## src/logic/aasc_defs.svh

```systemverilog
// Command codes, field positions, reset values and limits of the active-area scan control.
// Assumes a link decoder that presents each parameter byte as a 16-bit command/index address.
`ifndef AASC_DEFS_SVH
`define AASC_DEFS_SVH

// Command codes; the low address byte is the parameter index within the command.
`define AASC_CMD_RES       8'h80
`define AASC_CMD_XS        8'h2a
`define AASC_CMD_YS        8'h2b
`define AASC_CMD_SHIFT     8'hb4
`define AASC_CMD_SCAN      8'h36
`define AASC_IDX_0         8'h00
`define AASC_IDX_1         8'h01
`define AASC_SHIFT_PAGE    4'h0

// Resolution coding: count = base + parameter, size = 4 * count.
`define AASC_NC_BASE       9'h0a0
`define AASC_NL_BASE       9'h078
`define AASC_N_MAX         9'h1e0
`define AASC_M_MAX         9'h10e
`define AASC_COLS_MIN      11'h280
`define AASC_COLS_MAX      11'h780
`define AASC_LINES_MIN     11'h1e0
`define AASC_LINES_MAX     11'h438

// Pixel shift limit in pixels, either direction.
`define AASC_SHIFT_MAX     8'h10

// Scan-direction field positions in the written byte.
`define AASC_BIT_BGR       3
`define AASC_BIT_HFLIP_N   1
`define AASC_BIT_VFLIP_N   0

// Reset values.
`define AASC_COLS_RST      11'h780
`define AASC_LINES_RST     11'h438
`define AASC_START_RST     16'h0000
`define AASC_SHIFT_RST     6'h00
`define AASC_SCAN_RST      3'h3

`endif

```

## src/logic/aasc_pkg.sv

```systemverilog
// Types shared by the active-area scan control modules.
// Assumes aasc_defs.svh is on the include path.
`default_nettype none

package aasc_pkg;

    typedef logic signed [5:0] aasc_shift_type;
    typedef logic [10:0]       aasc_size_type;
    typedef logic [2:0]        aasc_scan_type;

    // Configuration state of the main module.
    typedef struct packed {
        aasc_size_type  cols;
        aasc_size_type  lines;
        logic [7:0]     nc_hold;
        logic           nc_seen;
        logic [7:0]     xs_hi;
        logic [7:0]     ys_hi;
        logic [15:0]    hs;
        logic [15:0]    vs;
        aasc_shift_type shift;
        aasc_scan_type  scan_pend;
        logic           scan_new;
    } aasc_cfg_type;

    // State of the frame-aligned scan latch.
    typedef struct packed {
        aasc_scan_type applied;
        logic          armed;
    } aasc_latch_type;

endpackage

`default_nettype wire

```

## src/logic/aasc_scan_if.sv

```systemverilog
// Carrier between the command decoder and the frame-aligned scan latch.
// Assumes both ends run on the same clock.
`timescale 1ns/1ps
`default_nettype none

interface aasc_scan_if;
    import aasc_pkg::*;
    aasc_scan_type pending;
    logic          load;
    logic          frame_start;
    aasc_scan_type applied;

    modport src (output pending, output load, output frame_start, input applied);
    modport dst (input pending, input load, input frame_start, output applied);
endinterface

`default_nettype wire

```

## src/logic/aasc_top.sv

```systemverilog
// Active-area scan control: resolution, start pointers, pixel shift, scan direction.
// Assumes a link decoder on the same clock delivering one parameter byte per wr_valid.
//
// Overview of operation
// - Columns are four times 160 to 415 by command, 480 at reset.
// - Lines are four times 120 to 270.
// - Command 80h takes column then line parameter.
// - Commands 2Ah and 2Bh set start pointers.
// - Secondary set page zero B4h shifts up to sixteen pixels either way.
// - Write-only scan control at command 36h.
// - Bit 3 picks BGR or RGB order.
// - Bit 1 low mirrors horizontally.
// - Bit 0 low flips vertically.
`timescale 1ns/1ps
`default_nettype none
`include "aasc_defs.svh"

module aasc_top (
    input  wire logic             clock,
    input  wire logic             rst,
    input  wire logic             wr_valid,
    input  wire logic [15:0]      wr_addr,
    input  wire logic [7:0]       wr_data,
    input  wire logic             secondary_command_set,
    input  wire logic [3:0]       command_page,
    input  wire logic             frame_start,
    output logic [10:0]           active_columns,
    output logic [10:0]           active_lines,
    output logic [15:0]           horiz_start,
    output logic [15:0]           vert_start,
    output aasc_pkg::aasc_shift_type pixel_shift,
    output logic                  bgr_order,
    output logic                  horizontal_flip_n,
    output logic                  vertical_flip_n
);
    import aasc_pkg::*;

    aasc_cfg_type cfg_reg;
    aasc_cfg_type cfg_next;
    aasc_scan_if  scan ();

    // True when the byte addresses the given command and parameter index.
    function automatic logic hit(input logic [15:0] addr, input logic [7:0] cmd,
                                 input logic [7:0] idx);
        hit = (addr == {cmd, idx});
    endfunction

    // Column and line parameters widened to counts, then to sizes.
    function automatic logic [8:0] widen(input logic [7:0] prm, input logic [8:0] base);
        widen = {1'b0, prm} + base;
    endfunction

    logic       prim;
    logic       w_nc;
    logic       w_nl;
    logic       w_xs_hi;
    logic       w_xs_lo;
    logic       w_ys_hi;
    logic       w_ys_lo;
    logic       w_shift;
    logic       w_scan;
    logic [8:0] n_cnt;
    logic [8:0] m_cnt;
    logic       shift_ok;

    // Address decode; only the shift lives in the secondary set, page zero.
    assign prim    = wr_valid && !secondary_command_set;
    assign w_nc    = prim && hit(wr_addr, `AASC_CMD_RES, `AASC_IDX_0);
    assign w_nl    = prim && hit(wr_addr, `AASC_CMD_RES, `AASC_IDX_1);
    assign w_xs_hi = prim && hit(wr_addr, `AASC_CMD_XS, `AASC_IDX_0);
    assign w_xs_lo = prim && hit(wr_addr, `AASC_CMD_XS, `AASC_IDX_1);
    assign w_ys_hi = prim && hit(wr_addr, `AASC_CMD_YS, `AASC_IDX_0);
    assign w_ys_lo = prim && hit(wr_addr, `AASC_CMD_YS, `AASC_IDX_1);
    assign w_shift = wr_valid && secondary_command_set && command_page == `AASC_SHIFT_PAGE
                     && hit(wr_addr, `AASC_CMD_SHIFT, `AASC_IDX_0);
    assign w_scan  = prim && hit(wr_addr, `AASC_CMD_SCAN, `AASC_IDX_0);

    // Counts for the held column byte and the incoming line byte.
    assign n_cnt    = widen(cfg_reg.nc_hold, `AASC_NC_BASE);
    assign m_cnt    = widen(wr_data, `AASC_NL_BASE);
    assign shift_ok = ($signed(wr_data) <= $signed(`AASC_SHIFT_MAX))
                   && ($signed(wr_data) >= -$signed(`AASC_SHIFT_MAX));

    // Next-state logic. The two resolution bytes commit together so the panel never
    // runs with a new width and an old height; an out-of-range pair is dropped whole.
    always_comb begin
        cfg_next = cfg_reg;
        cfg_next.scan_new = 1'b0;
        if (w_nc) begin
            cfg_next.nc_hold = wr_data;
            cfg_next.nc_seen = 1'b1;
        end
        if (w_nl && cfg_reg.nc_seen) begin
            cfg_next.nc_seen = 1'b0;
            if (n_cnt <= `AASC_N_MAX && m_cnt <= `AASC_M_MAX) begin
                cfg_next.cols  = {n_cnt, 2'b00};
                cfg_next.lines = {m_cnt, 2'b00};
            end
        end
        if (w_xs_hi) begin
            cfg_next.xs_hi = wr_data;
        end
        if (w_xs_lo) begin
            cfg_next.hs = {cfg_reg.xs_hi, wr_data};
        end
        if (w_ys_hi) begin
            cfg_next.ys_hi = wr_data;
        end
        if (w_ys_lo) begin
            cfg_next.vs = {cfg_reg.ys_hi, wr_data};
        end
        if (w_shift && shift_ok) begin
            cfg_next.shift = aasc_shift_type'(wr_data[5:0]);
        end
        if (w_scan) begin
            // Only the three defined bits are kept; the rest of the byte is dropped.
            cfg_next.scan_pend = {wr_data[`AASC_BIT_BGR], wr_data[`AASC_BIT_HFLIP_N],
                                  wr_data[`AASC_BIT_VFLIP_N]};
            cfg_next.scan_new  = 1'b1;
        end
    end

    // State register.
    always_ff @(posedge clock or posedge rst) begin
        if (rst) begin
            cfg_reg <= '{cols: `AASC_COLS_RST, lines: `AASC_LINES_RST, nc_hold: 8'h00,
                         nc_seen: 1'b0, xs_hi: 8'h00, ys_hi: 8'h00, hs: `AASC_START_RST,
                         vs: `AASC_START_RST, shift: `AASC_SHIFT_RST,
                         scan_pend: `AASC_SCAN_RST, scan_new: 1'b0};
        end else begin
            cfg_reg <= cfg_next;
        end
    end

    // Scan bits pass through the frame latch before reaching the panel drivers.
    assign scan.pending     = cfg_reg.scan_pend;
    assign scan.load        = cfg_reg.scan_new;
    assign scan.frame_start = frame_start;

    aasc_scan_latch u_latch (
        .clock (clock),
        .rst   (rst),
        .scan  (scan)
    );

    // Outputs; all come from flip-flops.
    assign active_columns    = cfg_reg.cols;
    assign active_lines      = cfg_reg.lines;
    assign horiz_start       = cfg_reg.hs;
    assign vert_start        = cfg_reg.vs;
    assign pixel_shift       = cfg_reg.shift;
    assign bgr_order         = scan.applied[2];
    assign horizontal_flip_n = scan.applied[1];
    assign vertical_flip_n   = scan.applied[0];
endmodule

`default_nettype wire

```

## src/logic/aasc_scan_latch.sv

```systemverilog
// Frame-aligned latch for the scan-direction and colour-order bits.
// Assumes frame_start is a one-cycle pulse on the same clock at each frame's first line.
`timescale 1ns/1ps
`default_nettype none
`include "aasc_defs.svh"

module aasc_scan_latch (
    input  wire logic    clock,
    input  wire logic    rst,
    aasc_scan_if.dst     scan
);
    import aasc_pkg::*;

    aasc_latch_type st_reg;
    aasc_latch_type st_next;

    // A new setting waits for the next frame so a frame is never drawn half mirrored.
    always_comb begin
        st_next = st_reg;
        if (scan.load) begin
            st_next.armed = 1'b1;
        end
        if (scan.frame_start && (st_reg.armed || scan.load)) begin
            st_next.applied = scan.pending;
            st_next.armed   = 1'b0;
        end
    end

    // State register.
    always_ff @(posedge clock or posedge rst) begin
        if (rst) begin
            st_reg <= '{applied: `AASC_SCAN_RST, armed: 1'b0};
        end else begin
            st_reg <= st_next;
        end
    end

    assign scan.applied = st_reg.applied;
endmodule

`default_nettype wire

```

## config.mk

```make
export PLATFORM = sky130hd
export DESIGN_NAME = aasc_top
export DESIGN_NICKNAME = d
export VERILOG_FILES = /design/src/logic/aasc_pkg.sv /design/src/logic/aasc_scan_if.sv /design/src/logic/aasc_top.sv /design/src/logic/aasc_scan_latch.sv
export VERILOG_INCLUDE_DIRS = /design/src /design/src/logic
export SDC_FILE = /design/constraint.sdc
export NUM_CORES = 1
export LEC_CHECK = 0
export BUFFER_PORTS_ARGS = -buffer_cell sky130_fd_sc_hd__clkbuf_2
export CORE_ASPECT_RATIO = 1.75
export CORE_MARGIN = 5
export CORE_UTILIZATION = 50
export CTS_CLUSTER_DIAMETER = 100
export DETAILED_ROUTE_END_ITERATION = 10
export GPL_ROUTABILITY_DRIVEN = 0
export PLACE_DENSITY = 0.74
export SETUP_SLACK_MARGIN = 0.4
export SYNTH_ARGS = -nofsm -noshare
export SYNTH_HDL_FRONTEND = slang
export SYNTH_SLANG_ARGS = --single-unit
```

## constraint.sdc

```tcl
create_clock -name clock -period 4.2 [get_ports clock]
set_input_delay 1.05 -clock clock [delete_from_list [all_inputs] [get_ports clock]]
set_output_delay 1.05 -clock clock [all_outputs]
set_load 0.02 [all_outputs]
```

-- After elaboration in Yosys (flattened, before gate mapping)
Index checks and enable logic that the tools add are counted.
- bits in registers: 89
- input bits: 33
- add/sub/neg operators: 2
- $lt $le $gt $ge: 4
- equality and inequality tests: 8
- mux-type cells: 5
- reduce and logical (&&, ||, !) cells: 22
- operators with widths (kind ; number):
    $eq 16x14->1 const B ; 5
    $eq 16x16->1 const B ; 3
    $le 9x9->1 const B ; 2
    $logic_and 1x1->1 ; 16
    $add 8x7->9 const B ; 1
    $add 8x8->9 const B ; 1
    $ge 8x5->1 const B ; 1
    $le 8x6->1 const B ; 1
    $mux 1 ; 5
    $logic_not 4->1 ; 1
    $reduce_bool 2->1 ; 2
    $reduce_and 2->1 ; 1
    $logic_not 1->1 ; 1
    $logic_or 1x1->1 ; 1

-- Depth between registers and ports, before layout
- word-level depth: 5
- depth in mapped cells: 9
- gate-level depth less buffers: 7

-- Modules after synthesis
From an unflattened synthesis, not the netlist that was laid out.
- cell total of the unflattened synthesis: 353
- area total of the unflattened synthesis: 4344.2 µm²
- modules (own cells, without submodules) (module ; cells each ; area an instance (µm²) ; times used ; sequential area each (µm²)):
    aasc_top ; 339 ; 4165.2 ; 1 ; 2139.6
    aasc_scan_latch ; 14 ; 178.9 ; 1 ; 102.6

-- Worst setup path after synthesis
No wires, ideal clock.
- path type: input to register
- start: input wr_data[4]
- end: register cfg_reg, in the netlist active_columns[2]
- library setup time: 125 ps
- arrival time: 2738 ps
- slack: 1337 ps
- stages on the path: 9
- path buffers: 2
- cell sequence: buf_2 -> inv_1 -> ha_1 -> nor2b_1 -> a32oi_1 -> o21ai_0 -> o21ai_2 -> buf_6 -> mux2_4
- cells in the longest elaborated chain, start to end: 4
- ends and longest elaborated chain (element ; RTL line ; RTL):
    start, declared ; aasc_top.sv:23 ; input wire logic [7:0] wr_data,
    $add 8x7->9 ; aasc_top.sv:50 ; widen = {1'b0, prm} + base;
    $le 9x9->1 (no source line) ; -- ;
    $logic_and 1x1->1 (no source line) ; -- ;
    $reduce_and 2->1 (no source line) ; -- ;
    end signal, assigned ; aasc_top.sv:126 ; cfg_reg <= '{cols: `AASC_COLS_RST, lines: `AASC_LINES_RST, nc_hold: 8'h00,
    end signal, assigned ; aasc_top.sv:131 ; cfg_reg <= cfg_next;
    end, declared ; aasc_top.sv:38 ; aasc_cfg_type cfg_reg;
No other way between the ends.
A chain may end at the register's enable or synchronous reset.

-- Worst setup path after layout
- start: input wr_data[3]
- end: register cfg_reg, in the netlist active_columns[6]
- cells in the longest elaborated chain, start to end: 4
- ends and longest elaborated chain (element ; RTL line ; RTL):
    $add 8x7->9 ; aasc_top.sv:50 ;
    net m_cnt[3] ; aasc_top.sv:63 ; logic [8:0] m_cnt;
    $le 9x9->1 (no source line) ; -- ;
    $logic_and 1x1->1 (no source line) ; -- ;
    $reduce_and 2->1 (no source line) ; -- ;
The timed path passes the listed nets, and every way through them passes these cells.

==> results.cfg <==
[pwr]
clkPwrFrac = 0.449
p_per_area_nw_per_um2 = 357
peakVddDrop_uv = 219
swShare = 0.220
p_int_mw = 1.33
p_total_mw = 1.70
p_sw_uw = 375
power_leakage_nw = 2.52
pwr-share-comb = 0.048
power_frac_seq = 0.503

[synthesis]
avgSynthCellArea_um2 = 12.8
synthArstFlopShare = 1.00
ys_top_cells_by_area = dfrtp_1 44%, mux2_2 15%, buf_4 10%
yosysTopAreaCell = dfrtp_1
synth_flop_cell = dfrtp_1
synth_cell_type_count = 46
ys_top_cells_by_count = 77 x dfrtp_1, 61 x buf_4, 59 x mux2_2
syn_area_um2 = 4390
ys_seq_area_frac = 0.511
synth.most_common_cell = dfrtp_1
syn_inst = 344
synth_top_area_frac = 0.439
ys_warn_count = 0
synth_seq_cells = 89
synth_edf_count = 0

[detailed_routing]
drtAntennaViolNets = 0
finalWirelength_um = 9160
first_pass_iters = 4
post_drt_wl_per_cell_um = 18.3
vias_per_cell = 5.21
drc = 0
route.vias.total = 2611
drt_iter0_markers = 146

[critical_path]
endpoint_kind = register
cpMaxStageDelayCell = o21ai_2
worst-path-buf-inv = 2
crit_required_ns = 4.43
cp-start-kind = input port
cp.arrival_ns = 3.40
worstPathMaxFanout = 13
max_stage_delay_ns = 0.67
path_cells = clkbuf_2, inv_1, ha_1, nand3_1, mux2i_1, o21ai_0, o21ai_2, mux2_2
critPathTopFamily = compound AO/OA/AOI/OAI gates
path_class = input port to register

[floorplanning]
start_util = 0.509
fp.dieH_um = 134
dieArea_um2 = 10800
rows = 45
die_width_um = 80.8
core-area_um2 = 8610
pin_count = 96

[cts]
numCtsBuffers = 9
clkSlewWorstSetupHoldPaths_ns = 0.06
clock_latency_ns = 0.34
cts_resized = 0
htreeDepth = 3
postCtsHoldBufs = 0
cts_root_buf = clkbuf_16
clockBufferDepth = 2
post-cts-setup-buffers = 0
cts_tree = done
clkSinkCount = 89

[timing]
setup_viol = 0
finClkSkew_ns = 0.00917
min_period_ns = 3.17
tightest_slew_ns = 0.974
maxSlewViolCount = 0
tns_ns = 0
fin_ws_ns = 1.03
fin_crit_sh = 0.756
rsz0062_at_grt = no
holdWs_ns = 0.474
slew_headroom = 0.350
fmax_mhz = 315
finalHoldViolations = 0

[global_route]
grt_antenna_before_repair = 0
grt_pass1_wl_um = 14700
grt_pass1_vias = 2724
grt_max_degree = 59
grt.total_usage = 0.184
overflow = 0

[cells_and_area]
fillCellCount = 738
drive_gt1_frac = 0.544
diodes = 0
nets = 416
area_growth_pct = 8.96
postLayoutCoreUtil = 0.555
final_cells = 501
fin_area_um2 = 4780
largest_reg_flops = 25

[run]
maxCapViolations = 0

[place]
place_area_um2 = 4490
place_ws_ns = 0.749
dpl.hpwl_um = 6810
place_inst = 485
place.port_buffers = 91

[outcome]
status = completed

[min_path]
holdCritPathClass = register to register
## power groups by stage
stage | clock (mW) | sequential, mW | combinational [mW]
floorplan | 0 | 0.873 | 0.0460
global placement | 0 | 0.873 | 0.0782
detailed placement | 0 | 0.873 | 0.0808
CTS | 0.782 | 0.858 | 0.0816
global route | 0.812 | 0.858 | 0.0897
finish | 0.765 | 0.858 | 0.0814
## cell families (layout without fill, tap and decap cells)
logic type,after synthesis,count (layout),share of synthesized area
flip-flops,89,89,0.511
multiplexers,82,82,0.221
buffers and inverters,82,119,0.129
AND/OR/NAND/NOR,63,63,0.0867
AO/OA/AOI/OAI,20,20,0.0339
adder cells (fa/ha/maj),4,4,0.0114
XOR/XNOR,3,3,0.00599
other,1,4,0.000855
## final timing paths
check	startpoint	end	slack, ns	depth (start not counted)
hold / removal	active_columns[8]$_DFFE_PP1P_	active_columns[8]$_DFFE_PP1P_	0.47	2
setup reg to reg	cfg_reg[64]$_DFFE_PP0P_	active_columns[6]$_DFFE_PP0P_	1.88	6
hold reg to reg	active_columns[8]$_DFFE_PP1P_	active_columns[8]$_DFFE_PP1P_	0.47	2
min in group asynchronous	rst	horiz_start[9]$_DFFE_PP0P_	0.89	2
max in group asynchronous	rst	active_lines[5]$_DFFE_PP1P_	2.49	3
setup / recovery	wr_data[3]	active_columns[6]$_DFFE_PP0P_	1.03	8
## per-layer routing
layer	global-route usage	routed length, um	vias to the layer above
li1	-	-	1188
met1	0.214	3480	1329
met2	0.315	5040	84
met3	0.0430	474	10
met4	0.0818	169	0
met5	0	0	-
## worst register-to-register path, cell delays in order (launching register included)
cell	delay, ns
dfrtp_1	0.42
ha_1	0.25
nand4bb_1	0.19
a221oi_1	0.49
nor3_2	0.12
o21ai_2	0.33
mux2_2	0.42
## layout make-up
cell class | instances | area, um2 | area share
clock buffer | 14 | 274 | 0.0573
multi-input combinational | 176 | 1590 | 0.333
tap | 117 | 146 | 0.0306
clock inverter | 2 | 12.5 | 0.00262
inverter | 9 | 35.0 | 0.00733
timing repair buffer | 94 | 478 | 0.100
sequential | 89 | 2240 | 0.469
## cells in the final DEF, fill, tap and decap left out, types with 4 or more instances in the layout
master and instances:
nor4_1 5, ha_1 4, dfstp_2 12, dfrtp_1 77, o21ai_0 6, nand3_1 6
conb_1 4, mux2_1 5, mux2i_1 4, inv_1 8, nor2b_1 4, clkbuf_2 91
mux2_4 14, clkbuf_16 9, mux2_2 59, nor2_1 13, nand2_1 10
No activity file was read; power rests on OpenSTA's default activity.
